<file path="src/shared/ashp_defines.vh">
// Purpose: constants for the converter serial host port
// Assumes: included by bare name from src files
// Notes: definitions only
`ifndef ASHP_DEFINES_VH
`define ASHP_DEFINES_VH
`define ASHP_WORD_BITS 16
`define ASHP_CNT_W 5
`define ASHP_CNT_LAST 5'h10
`define ASHP_CMD_HI 15
`define ASHP_CMD_LO 12
`define ASHP_CFG_HI 11
`define ASHP_CMD_WRITE_CFG 4'hA
`define ASHP_CMD_READ_BUF 4'hE
`define ASHP_CMD_W_CFG 4'h7
`define ASHP_CMD_W_LAST 4'hF
`define ASHP_CFG_RESET 12'h000
`define ASHP_CFG_EXTCLK_BIT 10
`define ASHP_CFG_MODE_HI 6
`define ASHP_CFG_MODE_LO 5
`define ASHP_MODE_00 2'h0
`endif

</file>
<file path="src/ashp_sync.v">
// Purpose: two flip-flop synchroniser for one pin level
// Assumes: d comes from outside the core clock domain
// Notes: stage one feeds stage two only
`timescale 1ns/100ps
module ashp_sync #(
	parameter RESET_VAL = 1'b0
) (
	// clock and control
	input wire clk,
	input wire rst_n,
	input wire ce,
	// level
	input wire d,
	output reg q
);
	reg meta_q;

	always @(posedge clk) begin
		if (!rst_n) begin
			meta_q <= RESET_VAL;
			q <= RESET_VAL;
		end else if (ce) begin
			meta_q <= d;
			q <= meta_q;
		end
	end
endmodule

</file>
<file path="src/ashp_port.v">
// Purpose: serial command and result port of a multichannel converter
// Assumes: all pins are oversampled by CORE_CLK, far faster than the serial clock
// Notes: the core feeds result words in; the port returns commands and configuration
//
// Summary of operation
// - serial clock edges shift data only while slave select is low.
// - with external conversion clock configured, serial clock is the conversion clock always.
// - top four input bits decode as one command code.
// - configuration write carries twelve data bits captured as the new configuration.
// - top input bit latched on first falling edge after frame sync rises or select falls.
// - host changes later bits on rising edge; device captures on next falling edge.
// - input ignored after sixteen edges or select rising, whichever comes first.
// - output floats while select is high, driven after select falls.
// - output word sent most significant bit first.
// - frame sync cycle: top output bit valid before first falling edge.
// - select cycle: top output bit valid before first falling edge.
// - remaining output bits change on rising edge, host samples on falling.
// - conversion cycle puts previous result in the leading output bits.
// - buffer read puts previous result in the top four output bits, oldest buffered result after them.
// - output floats at the sixteenth falling edge of a cycle.
// - output floats during conversions in modes 01, 10 and 11.
// - frame sync low at select fall: cycle starts at frame sync rise, counter cleared.
`timescale 1ns/100ps
`include "ashp_defines.vh"
module ashp_port #(
	parameter RES_BITS = 14
) (
	// clock, reset, enable
	input wire CORE_CLK,
	input wire RST_N,
	input wire CE,
	// serial pins
	input wire SCLK,
	input wire CS_N,
	input wire FRAME_SYNC,
	input wire SDI,
	output reg SDO_O,
	output wire SDO_OE,
	// converter core side
	input wire [RES_BITS-1:0] CONV_RESULT,
	input wire [RES_BITS-1:0] BUF_OLDEST,
	input wire CONV_BUSY,
	output reg [3:0] CMD_CODE,
	output reg CMD_VALID,
	output reg [11:0] CONFIG,
	output reg CONFIG_WR,
	output wire EXT_CONV_CLK_EN,
	output wire CONV_CLK_TICK
);
	localparam PAD = `ASHP_WORD_BITS - RES_BITS;
	localparam ST_IDLE = 2'h0;
	localparam ST_WAIT_FS = 2'h1;
	localparam ST_XFER = 2'h2;
	localparam ST_DONE = 2'h3;

	wire sclk_s;
	wire cs_n_s;
	wire fs_s;
	wire sdi_s;
	reg sclk_q;
	reg cs_n_q;
	reg fs_q;
	reg [1:0] state_q;
	reg [1:0] state_d;
	reg [`ASHP_CNT_W-1:0] cnt_q;
	reg [`ASHP_WORD_BITS-1:0] in_q;
	reg [`ASHP_WORD_BITS-1:0] out_q;
	reg drive_q;

	////////////////////////////////////////////////////////////////////////////
	// pin synchronisers
	ashp_sync #(.RESET_VAL(1'b0)) u_sclk (
		.clk(CORE_CLK), .rst_n(RST_N), .ce(CE), .d(SCLK), .q(sclk_s)
	);
	ashp_sync #(.RESET_VAL(1'b0)) u_cs (
		.clk(CORE_CLK), .rst_n(RST_N), .ce(CE), .d(~CS_N), .q(cs_n_s)
	);
	ashp_sync #(.RESET_VAL(1'b0)) u_fs (
		.clk(CORE_CLK), .rst_n(RST_N), .ce(CE), .d(~FRAME_SYNC), .q(fs_s)
	);
	ashp_sync #(.RESET_VAL(1'b0)) u_sdi (
		.clk(CORE_CLK), .rst_n(RST_N), .ce(CE), .d(SDI), .q(sdi_s)
	);

	// cs and fs are synchronised inverted so reset reads as deselected / idle-high
	wire sel = cs_n_s;
	wire fs_hi = ~fs_s;
	wire sclk_rise = sclk_s & ~sclk_q;
	wire sclk_fall = ~sclk_s & sclk_q;
	wire sel_fall = sel & cs_n_q;
	wire fs_rise = fs_hi & ~fs_q;
	wire busy_float = CONV_BUSY & (CONFIG[`ASHP_CFG_MODE_HI:`ASHP_CFG_MODE_LO] != `ASHP_MODE_00);
	wire [`ASHP_WORD_BITS-1:0] in_next = {in_q[`ASHP_WORD_BITS-2:0], sdi_s};
	// after four shifts the command nibble still sits at the low end of the shifter
	wire [3:0] cmd_next = in_next[`ASHP_CMD_HI-`ASHP_CMD_LO:0];
	wire is_read_buf = (cmd_next == `ASHP_CMD_READ_BUF);

	////////////////////////////////////////////////////////////////////////////
	// conversion clock from the serial clock, independent of select
	assign EXT_CONV_CLK_EN = CONFIG[`ASHP_CFG_EXTCLK_BIT];
	assign CONV_CLK_TICK = EXT_CONV_CLK_EN & sclk_rise;

	// output floats when deselected, after word end, or during busy conversions in modes other than 00
	assign SDO_OE = sel & drive_q & ~busy_float;

	////////////////////////////////////////////////////////////////////////////
	// cycle sequencer
	always @* begin
		state_d = state_q;
		case (state_q)
		ST_IDLE: begin
			if (sel_fall) begin
				if (fs_hi) begin
					state_d = ST_XFER;
				end else begin
					state_d = ST_WAIT_FS;
				end
			end
		end
		ST_WAIT_FS: begin
			if (!sel) begin
				state_d = ST_IDLE;
			end else if (fs_rise) begin
				state_d = ST_XFER;
			end
		end
		ST_XFER: begin
			if (!sel) begin
				state_d = ST_IDLE;
			end else if (sclk_fall && cnt_q == `ASHP_CNT_LAST - 5'h01) begin
				state_d = ST_DONE;
			end
		end
		ST_DONE: begin
			if (!sel) begin
				state_d = ST_IDLE;
			end else if (fs_rise) begin
				state_d = ST_XFER; // new dsp frame under a held select
			end
		end
		default: begin
			state_d = ST_IDLE;
		end
		endcase
	end

	////////////////////////////////////////////////////////////////////////////
	// shift, count and capture
	always @(posedge CORE_CLK) begin
		if (!RST_N) begin
			sclk_q <= 1'b0;
			cs_n_q <= 1'b0;
			fs_q <= 1'b1;
			state_q <= ST_IDLE;
			cnt_q <= {`ASHP_CNT_W{1'b0}};
			in_q <= {`ASHP_WORD_BITS{1'b0}};
			out_q <= {`ASHP_WORD_BITS{1'b0}};
			drive_q <= 1'b0;
			CMD_CODE <= 4'h0;
			CMD_VALID <= 1'b0;
			CONFIG <= `ASHP_CFG_RESET;
			CONFIG_WR <= 1'b0;
			SDO_O <= 1'b0;
		end else if (CE) begin
			sclk_q <= sclk_s;
			cs_n_q <= ~sel;
			fs_q <= fs_hi;
			state_q <= state_d;
			CMD_VALID <= 1'b0;
			CONFIG_WR <= 1'b0;
			if (state_q != ST_XFER && state_d == ST_XFER) begin
				cnt_q <= {`ASHP_CNT_W{1'b0}};
				in_q <= {`ASHP_WORD_BITS{1'b0}};
				drive_q <= 1'b1;
				// previous result staged; top bit goes out now, ahead of first fall
				out_q <= {CONV_RESULT, {PAD{1'b0}}};
				SDO_O <= CONV_RESULT[RES_BITS-1];
			end else if (state_q == ST_XFER && sel) begin
				if (sclk_fall) begin
					in_q <= in_next;
					cnt_q <= cnt_q + 5'h01;
					if (cnt_q == 5'h03) begin
						CMD_CODE <= cmd_next;
						CMD_VALID <= 1'b1;
						if (is_read_buf) begin
							// fifo word replaces the fresh result for the remaining bits
							out_q <= {BUF_OLDEST, {PAD{1'b0}}};
						end
					end
					if (cnt_q == `ASHP_CNT_LAST - 5'h01) begin
						drive_q <= 1'b0;
						if (in_next[`ASHP_CMD_HI:`ASHP_CMD_LO] == `ASHP_CMD_WRITE_CFG) begin
							CONFIG <= in_next[`ASHP_CFG_HI:0];
							CONFIG_WR <= 1'b1;
						end
					end
				end
				if (sclk_rise && cnt_q != 5'h00 && cnt_q < `ASHP_CNT_LAST) begin
					// buffer read swaps source after bit 12; bits before that came from the result
					SDO_O <= out_q[`ASHP_WORD_BITS-1-cnt_q[3:0]];
				end
			end else if (!sel) begin
				drive_q <= 1'b0;
			end
		end
	end
endmodule

</file>
<file path="config.mk">
export PLATFORM = sky130hd
export DESIGN_NAME = ashp_port
export DESIGN_NICKNAME = d
export VERILOG_FILES = /design/src/ashp_sync.v /design/src/ashp_port.v
export VERILOG_INCLUDE_DIRS = /design/src /design/src/shared
export SDC_FILE = /design/constraint.sdc
export NUM_CORES = 1
export LEC_CHECK = 0
export ABC_AREA = 1
export BUFFER_PORTS_ARGS = -buffer_cell sky130_fd_sc_hd__buf_2
export CORE_UTILIZATION = 59
export DETAILED_ROUTE_END_ITERATION = 8
export GPL_TIMING_DRIVEN = 1
export PLACE_DENSITY = 0.86
export SLEW_MARGIN = 5
export SYNTH_ARGS = -nofsm -noshare
export SYNTH_HDL_FRONTEND = slang
export SYNTH_SLANG_ARGS = --single-unit
</file>
<file path="constraint.sdc">
create_clock -name CORE_CLK -period 3.24 [get_ports CORE_CLK]
set_input_delay 0 -clock CORE_CLK [delete_from_list [all_inputs] [get_ports CORE_CLK]]
set_output_delay 0 -clock CORE_CLK [all_outputs]
set_load 0.1 [all_outputs]
</file>
==> run summary, run 1 <==
CP Class -> flip-flop to flip-flop
Synthesized area per cell -> 6.894 um2
Top delay family on crit path -> buffers and inverters
Worst slew pin tran -> 0.6843 ns
# diodes -> 0
Largest net degree at the start of global routing -> 41
GRT overflow -> 0
Static Leak -> 1.864 nW
Sequential area share after synthesis -> 43.52%
Final Hold Fails -> 0
Residual DRC count -> 0
CTS clk-pin slew, worst paths -> 0.07 ns
HP Class -> primary input to flip-flop
Slew headroom -> 54.38%
Max IR drop VDD -> 0.3644 mV
Total power draw -> 1.777 mW
Cts bufs inserted -> 9
# fillers -> 333
Synth Area in XOR/XNOR -> 0%
Vias post-DR -> 3,196
Most common cell after layout, fill and taps aside -> nand2_1
Most frequent cells in the layout -> nand2_1 (125), nor2_1 (71), dfxtp_1 (67)
Largest family of logic cells by synthesized area -> simple AND/OR/NAND/NOR gates
Post-Route WL -> 8034 um
Crit path max-delay cell type -> dlygate4sd3_1
#FFs+latches synth -> 67
CP max stage delay -> 0.55 ns
Adder-cell area share of the yosys netlist -> 1.218%
Synth warn -> 0
Most common cell on crit path -> nor2_1
Avg WL per Cell -> 13.46 um
Port Buffer Count -> 57
Max-cap violations -> 0
Detailed Place HPWL -> 4598 um
Final period util -> 94.29%
Cells after Synth -> 447
Clock skew -> 0.007358 ns
Startpoint Class -> flip-flop
DRT Pass-1 Iters -> 5
Via density -> 5.353
Vias in the first global route -> 2,903
RSZ-0062 raised after global routing -> false
Setup Viol. Count Final -> 0
Clock Tree Buf Depth -> 2
Simple logic cell fraction of the synthesized area -> 33.98%
Arr. time, crit path -> 3.30 ns
Post-layout nets -> 564
Die area -> 0.005516 mm2
Status -> finished clean
Mux cell area share after synthesis -> 0%
Global-route wire length before repair -> 12,920 um
Worst-Skew Late Latency -> 0.35 ns
Antenna violations before repair -> 0
Synth Net Count -> 486
H-tree depth -> 3
Yosys cell types -> 29
Core area -> 0.004880 mm2
Initial core utilization -> 63.15%
Share of post-route cells with drive strength above 1 -> 18.49%
IO Pins -> 58
Crit path buffers/inverters -> 4
Critical Path End Type -> flip-flop
Layout overhead on the synthesized area -> 24.93%
Die Span Y -> 74.27 um
Routed Antenna Nets -> 0
CTS tree -> done
Min Tclk post-route -> 3.055 ns
Sink Count -> 67
Power Dens Cells -> 461.5 mW/mm2
Mapped Area -> 0.003082 mm2
Final core occ -> 78.90%
Final Wtd Congestion -> 0.8470
# rows -> 25
Clk root buf -> clkbuf_8
Critical-path cell list -> ha_1 -> nand2_1 -> nor2_1 -> ha_1 -> inv_1 -> nor2_1 -> nand2_2 -> nand3_2 -> nor2_4 -> clkinvlp_4 -> buf_2 -> nand2_1 -> nand2_1 -> dlygate4sd3_1 -> nor2_1 -> nor2_1
Synth Area in Compound Gates -> 13.24%
Overall global routing resource usage -> 30.97%
Initial drt markers -> 340
Max Fclk -> 327.3 MHz
Final TNS setup -> 0 ns
Worst endpoint required time -> 3.49 ns
CP max FO -> 13
Slew Limit Fails -> 0
Chip width -> 74.27 um
## Yosys cell counts, drive strengths merged
master    n  area [um2]
ha        3       37.54
nor4      1       12.51
and3      1       6.260
inv      36       135.1
nand3    27       145.1
nor3      2       10.01
o211ai    2       15.01
o21ai    32       160.2
o21a      1       7.510
nand4     2       12.51
a21oi    38       190.2
dfxtp    67        1341
a211oi    3       22.52
clkbuf   13       48.80
nand3b    1       7.510
buf       9       63.80
nand2   132       533.0
nor2     75       320.3
o22ai     2       12.51
## logic make-up (layout without fill, tap and decap cells)
group                    count (synthesis)  after routing
AO/OA/AOI/OAI                           78             78
adder cells (fa/ha/maj)                  3              3
buffers and inverters                   58            141
AND/OR/NAND/NOR                        241            241
flip-flops                              67             67
## what timing repair did
item,CTS,global route
hold buffers,27,0
endpoints found under the setup margin,0,9
resized for setup,0,1
setup buffers,0,4
endpoints found under the hold margin,17,0
## routing by layer
metal	vias to the layer above	share of wire, %	track usage (%)	routed length, um
met5	-	0	0	0
met4	0	2.1	11.74	169
met3	24	5.9	8.537	476
met2	140	49	53.33	3961
met1	1454	43	36.84	3426
li1	1578	-	-	-
## worst register-to-register path: stages (launching register included)
cell and delay [ns]:
dfxtp_1 0.43, ha_1 0.29, nand2_1 0.11, nor2_1 0.05, ha_1 0.17, inv_1 0.06
nor2_1 0.05, nand2_2 0.08, nand3_2 0.12, nor2_4 0.23, clkinvlp_4 0.27, buf_2 0.24
nand2_1 0.09, nand2_1 0.05, dlygate4sd3_1 0.55, nor2_1 0.11, nor2_1 0.06
## per-stage QoR
stage / hold WS [ns] / setup slack [ns] / std cells / instance area, um2
floorplan: 0.09414 / 0.09878 / 447 / 3082
global placement: 0.1793 / 0.7830 / 550 / 3346
detailed placement: 0.1866 / 0.6027 / 550 / 3346
CTS: 0.0001676 / 0.1391 / 593 / 3819
global route: 0.05377 / 0.1101 / 597 / 3850
finish: 0.009984 / 0.1850 / 597 / 3850
## worst paths after layout
kind	end	from	slack [ns]	cells after the start
min	out_q[2]	CONV_RESULT[0]	0.01	5
max	out_q[5]	cnt_q[0]	0.18	16
max reg2reg	out_q[5]	cnt_q[0]	0.18	16
min reg2reg	CMD_CODE[3]	CMD_CODE[3]	0.46	2
## power by group
part | internal, mW | total, mW | switching [mW]
sequential | 0.842 | 0.853 | 0.0120
combinational | 0.0912 | 0.222 | 0.130
clock | 0.376 | 0.702 | 0.326
total | 1.31 | 1.78 | 0.469
## layout make-up
cell class                      count  area [um2]  share of cell area (%)
Sequential cell                    67        1341                   34.84
Tap cell                           67       83.83                   2.177
Clock inverter                      6       65.06                   1.690
Clock buffer                       10       137.6                   3.575
Timing Repair Buffer               89       590.6                   15.34
Multi-Input combinational cell    322        1493                   38.77
Inverter                           36       138.9                   3.607
## state kept, by name, summed over array words and instances (netlist names), 2 cells and up
register / count
out_q: 14
cnt_q: 5
CMD_CODE: 4
in_q: 15
CONFIG: 12
state_q: 2
Power figures use the tool's default switching activity.
==> run 2, diff against run 1 <==
- PLACE_DENSITY: 0.86 -> 0.84
==> run summary, run 2 (same netlist as run 1, synthesis figures left out) <==
Largest net degree at the start of global routing -> 41
H-tree depth -> 3
Share of post-route cells with drive strength above 1 -> 17.94%
# rows -> 25
Area after DPL -> 0.003346 mm2
Critical Path End Type -> flip-flop
Worst endpoint required time -> 3.48 ns
Final period util -> 87.70%
Overall global routing resource usage -> 30.41%
Vias in the first global route -> 2,899
RSZ-0062 raised after global routing -> false
Detailed Place HPWL -> 4457 um
HP Class -> primary input to flip-flop
Final core occ -> 80.05%
Vias post-DR -> 3,146
CTS tree -> done
Top reg by flops -> in_q
CP max stage delay -> 0.56 ns
Clock Tree Buf Depth -> 2
Residual DRC count -> 0
Critical-path cell list -> ha_1 -> nand2_1 -> nor2_1 -> ha_1 -> inv_1 -> nor2_1 -> nand2_2 -> nand3_2 -> nor2_4 -> clkinvlp_4 -> buf_4 -> nand2_1 -> nand2_1 -> dlygate4sd3_1 -> nor2_1 -> nor2_1
Avg WL per Cell -> 13.21 um
Slew headroom -> 55.88%
FF-to-FF End -> out_q[14]
Crit path max-delay cell type -> dlygate4sd3_1
# fillers -> 327
Layout overhead on the synthesized area -> 26.76%
Max reg flops -> 15
Status -> finished clean
Cts bufs inserted -> 9
DRT Pass-1 Iters -> 6
Max Fclk -> 351.9 MHz
RR Startpoint -> cnt_q[0]
Initial core utilization -> 63.15%
Hold EP -> sclk_q
Most frequent cells in the layout -> nand2_1 (125), nor2_1 (71), dfxtp_1 (67)
Chip width -> 74.27 um
R2r setup slk -> 0.40 ns
Max-cap violations -> 0
GRT overflow -> 0
Arr. time, crit path -> 3.08 ns
Post-Route WL -> 7955 um
Clock skew -> 0.009243 ns
Post-layout nets -> 569
Antenna violations before repair -> 0
Max IR drop VDD -> 0.3593 mV
Core area -> 0.004880 mm2
Via density -> 5.226
Min Tclk post-route -> 2.841 ns
Port Buffer Count -> 57
Final instance area -> 0.003906 mm2
FF-to-FF path depth -> 16
Setup Viol. Count Final -> 0
# diodes -> 0
Worst slack at placement -> 0.6280 ns
Slew Limit Fails -> 0
Final Wtd Congestion -> 0.8838
Startpoint Class -> flip-flop
Cells on Worst Hold Path -> 2
Power Dens Cells -> 459.3 mW/mm2
CTS clk-pin slew, worst paths -> 0.08 ns
Hold Startpoint -> CE
Initial drt markers -> 215
Most common cell on crit path -> nor2_1
Worst slew pin tran -> 0.6618 ns
CP Class -> flip-flop to flip-flop
Setup slack after layout -> 0.3985 ns
Static Leak -> 1.881 nW
Final TNS setup -> 0 ns
Final Hold Fails -> 0
Routed Antenna Nets -> 0
CP max FO -> 16
Sink Count -> 67
Die area -> 0.005516 mm2
IO Pins -> 58
Largest regs -> in_q: 15 flops, out_q: 14 flops, CONFIG: 12 flops
Die Span Y -> 74.27 um
Most common cell after layout, fill and taps aside -> nand2_1
Global-route wire length before repair -> 12,630 um
Clk root buf -> clkbuf_8
Worst-Skew Late Latency -> 0.35 ns
-- run 2: where the power goes --
group          leakage (nW)  total [mW]  switching (mW)  internal [mW]
registers             0.543       0.853          0.0116          0.841
clock network        0.0957       0.713           0.334          0.379
logic                  1.24       0.228           0.128          0.100
total                  1.88        1.79           0.474           1.32
-- run 2: through the flow --
| step | hold WS [ns] | std cells | power (mW) |
|---|---|---|---|
| global placement | 0.1800 | 550 | 1.024 |
| floorplan | 0.09414 | 447 | 0.9881 |
| detailed placement | 0.1866 | 550 | 1.030 |
| finish | 0.02448 | 602 | 1.794 |
| CTS | 0.002419 | 599 | 1.781 |
| global route | 0.02393 | 602 | 1.861 |
-- run 2: worst max-delay path by stage --
| stage | start | to | slack [ns] | cells after the start |
|---|---|---|---|---|
| 2_1_floorplan | CONFIG[10] | CONV_CLK_TICK | 0.1 | 2 |
| 3_3_place_gp | cnt_q[0] | out_q[13] | 0.78 | 15 |
| 3_5_place_dp | cnt_q[0] | out_q[2] | 0.63 | 14 |
| 4_1_cts | cnt_q[0] | out_q[9] | 0.1 | 15 |
| 5_1_grt | cnt_q[0] | out_q[8] | 0.15 | 16 |
| 6_report | cnt_q[0] | out_q[14] | 0.40 | 16 |
-- run 2: final cells by class --
type | count | area (um2) | area share [%]
clock buffers | 11 | 141.4 | 3.619
clock inverters | 5 | 62.56 | 1.602
inverters | 36 | 138.9 | 3.555
multi-input cells | 322 | 1493 | 38.21
flip-flops and latches | 67 | 1341 | 34.34
well taps | 67 | 83.83 | 2.146
repair buffers | 94 | 645.6 | 16.53
-- run 2: metal layers --
metal	up-vias	part of all wire [%]	global-route usage [%]
met2	115	49	52.32
met1	1413	41	34.15
li1	1589	-	-
met5	-	0	0
met4	0	3.5	17.61
met3	29	6.5	7.724
-- run 2: timing repair --
| item | in CTS | in global routing |
|---|---|---|
| hold buffers | 33 | 0 |
| resized for setup | 0 | 1 |
| hold endpoints to repair | 19 | 0 |
| buffers inserted | 0 | 3 |
| setup endpoints to repair | 0 | 13 |
-- run 2: worst max-delay path, delay by kind of cell, from the launching register on --
kind                       cells  cell delay, ns
and+or+nand+nor               10            0.92
buffers and inverters          4            0.92
adders and majority gates      2            0.46
DFF                            1            0.44
==> run 3, diff against run 2 <==
- CELL_PAD_IN_SITES_DETAIL_PLACEMENT: default -> 2
- CELL_PAD_IN_SITES_GLOBAL_PLACEMENT: default -> 2
- CORE_UTILIZATION: 59 -> 32
- PLACE_DENSITY: 0.84 -> default
- PLACE_DENSITY_LB_ADDON: default -> 0.1
==> run summary, run 3 (same netlist as run 1, synthesis figures left out) <==
Final Wtd Congestion -> 0.8002
Via density -> 4.798
RSZ-0062 raised after global routing -> false
Clk root buf -> clkbuf_8
Worst slew pin tran -> 0.7833 ns
Routed Antenna Nets -> 0
Arr. time, crit path -> 3.19 ns
Slew headroom -> 47.78%
Layout overhead on the synthesized area -> 26.63%
Final core occ -> 42.04%
IO Pins -> 58
Most common cell after layout, fill and taps aside -> nand2_1
H-tree depth -> 3
# fillers -> 1,127
# rows -> 35
Combinational share of power -> 11.6%
CP max FO -> 15
# placed instances -> 613
Share of post-route cells with drive strength above 1 -> 18.32%
CTS tree -> done
Top reg by flops -> in_q
Final instance area -> 0.003902 mm2
Setup slack after layout -> 0.2850 ns
Hold Startpoint -> CONV_RESULT[1]
# diodes -> 0
Avg WL per Cell -> 15.18 um
Max reg flops -> 15
Status -> finished clean
DRT Pass-1 Iters -> 4
Die area -> 0.01003 mm2
Min Tclk post-route -> 2.955 ns
Origin of the worst setup path -> cnt_q[1]
CTS clk-pin slew, worst paths -> 0.08 ns
Chip width -> 100.1 um
Crit path buffers/inverters -> 5
Clock skew -> 0.008295 ns
Worst-Skew Late Latency -> 0.34 ns
Max IR drop VDD -> 0.2652 mV
Crit path max-delay cell type -> dlygate4sd3_1
Final TNS setup -> 0 ns
Die Span Y -> 100.1 um
Vias post-DR -> 3,133
Static Leak -> 1.846 nW
Antenna violations before repair -> 0
Switching fraction of total power -> 26.26%
Overall global routing resource usage -> 21.33%
Worst hold slack -> 0.01006 ns
Most common cell on crit path -> nor2_1
Global-route wire length before repair -> 16,690 um
Final Hold Fails -> 0
Total power draw -> 1.849 mW
Most frequent cells in the layout -> nand2_1 (125), nor2_1 (71), dfxtp_1 (66)
CP max stage delay -> 0.55 ns
Final period util -> 91.20%
Core area -> 0.009284 mm2
Part of the power in registers -> 46.2%
Critical-path cell list -> ha_1 -> nand2_1 -> nor2_1 -> ha_1 -> inv_1 -> nor2_1 -> nand2_2 -> nand3_2 -> nor2_4 -> buf_4 -> clkinvlp_4 -> buf_12 -> nand2_1 -> nand2_1 -> dlygate4sd3_1 -> nor2_1 -> nor2_1
Detailed Place HPWL -> 6457 um
Sw power -> 0.4856 mW
Residual DRC count -> 0
Sink Count -> 67
Initial drt markers -> 39
Setup Viol. Count Final -> 0
Post-layout nets -> 558
Critical Path End Type -> flip-flop
Vias in the first global route -> 3,425
GRT overflow -> 0
Slew Limit Fails -> 0
Largest regs -> in_q: 15 flops, out_q: 14 flops, CONFIG: 12 flops
Cts bufs inserted -> 9
Initial core utilization -> 33.19%
R2r setup slk -> 0.28 ns
Power Dens Cells -> 473.8 mW/mm2
Worst endpoint required time -> 3.47 ns
Top delay family on crit path -> buffers and inverters
Largest net degree at the start of global routing -> 41
CP Class -> flip-flop to flip-flop
Area used by multi-input combinational logic -> 0.001493 mm2
Pint -> 1.364 mW
Post-Route WL -> 9912 um
Clock power share -> 42.2%
Max Fclk -> 338.4 MHz
Area after DPL -> 0.003431 mm2
HP Class -> primary input to flip-flop
Sequential Area -> 0.001343 mm2
Max-cap violations -> 0
Non-filler cells, final -> 653
RR Startpoint -> cnt_q[1]
Worst slack at placement -> 0.6015 ns
Port Buffer Count -> 57
Startpoint Class -> flip-flop
Clock Tree Buf Depth -> 2
## run 3: cell count changes in the layout (fill, tap and decap cells not counted)
cell / previous run / this run
dfxtp_2: 0 / 1
buf_12: 0 / 1
clkinv_4: 2 / 0
clkbuf_8: 10 / 9
bufinv_16: 1 / 2
dfxtp_1: 67 / 66
inv_6: 0 / 1
dlygate4sd3_1: 33 / 23
clkinv_2: 0 / 1
buf_4: 4 / 2
## run 3: path summary, 6_finish.rpt
kind | end | depth (start not counted)
max reg2reg | out_q[8] | 17
max | out_q[8] | 17
min | out_q[3] | 5
min reg2reg | CMD_CODE[1] | 2
## run 3: power by group through the flow
stage               registers, mW  logic [mW]  clock network [mW]
finish                      0.854       0.215               0.781
global route                0.856       0.242               0.834
CTS                         0.854       0.206               0.803
detailed placement          0.873       0.172                   0
global placement            0.872       0.164                   0
floorplan                   0.876       0.113                   0
## run 3: timing repair
item                                   CTS  global route
endpoints found under the hold margin   15             0
gates resized for setup                  0             2
hold buffers                            23             0
buffers inserted                         0             1
setup endpoints to repair                0             8
## run 3: metal layers
metal,global-route usage [%],up-vias,wire [um]
met2,37.99,29,4989
li1,-,1560,-
met3,2.994,9,168
met1,26.70,1535,4659
met5,0,-,0
met4,6.243,0,94
## run 3: layout make-up
class                   count  area share (%)
multi-input cells         322           38.25
flip-flops and latches     67           34.40
inverters                  36           3.559
clock buffers              10           3.270
repair buffers             83           14.11
clock inverters             6           2.276
well taps                 129           4.136
## run 3: worst min-delay path, cell delays in order
cell,delay [ns]
buf_2,0.08
nand2_1,0.04
nand2_1,0.06
nor2_1,0.04
nor2_1,0.08
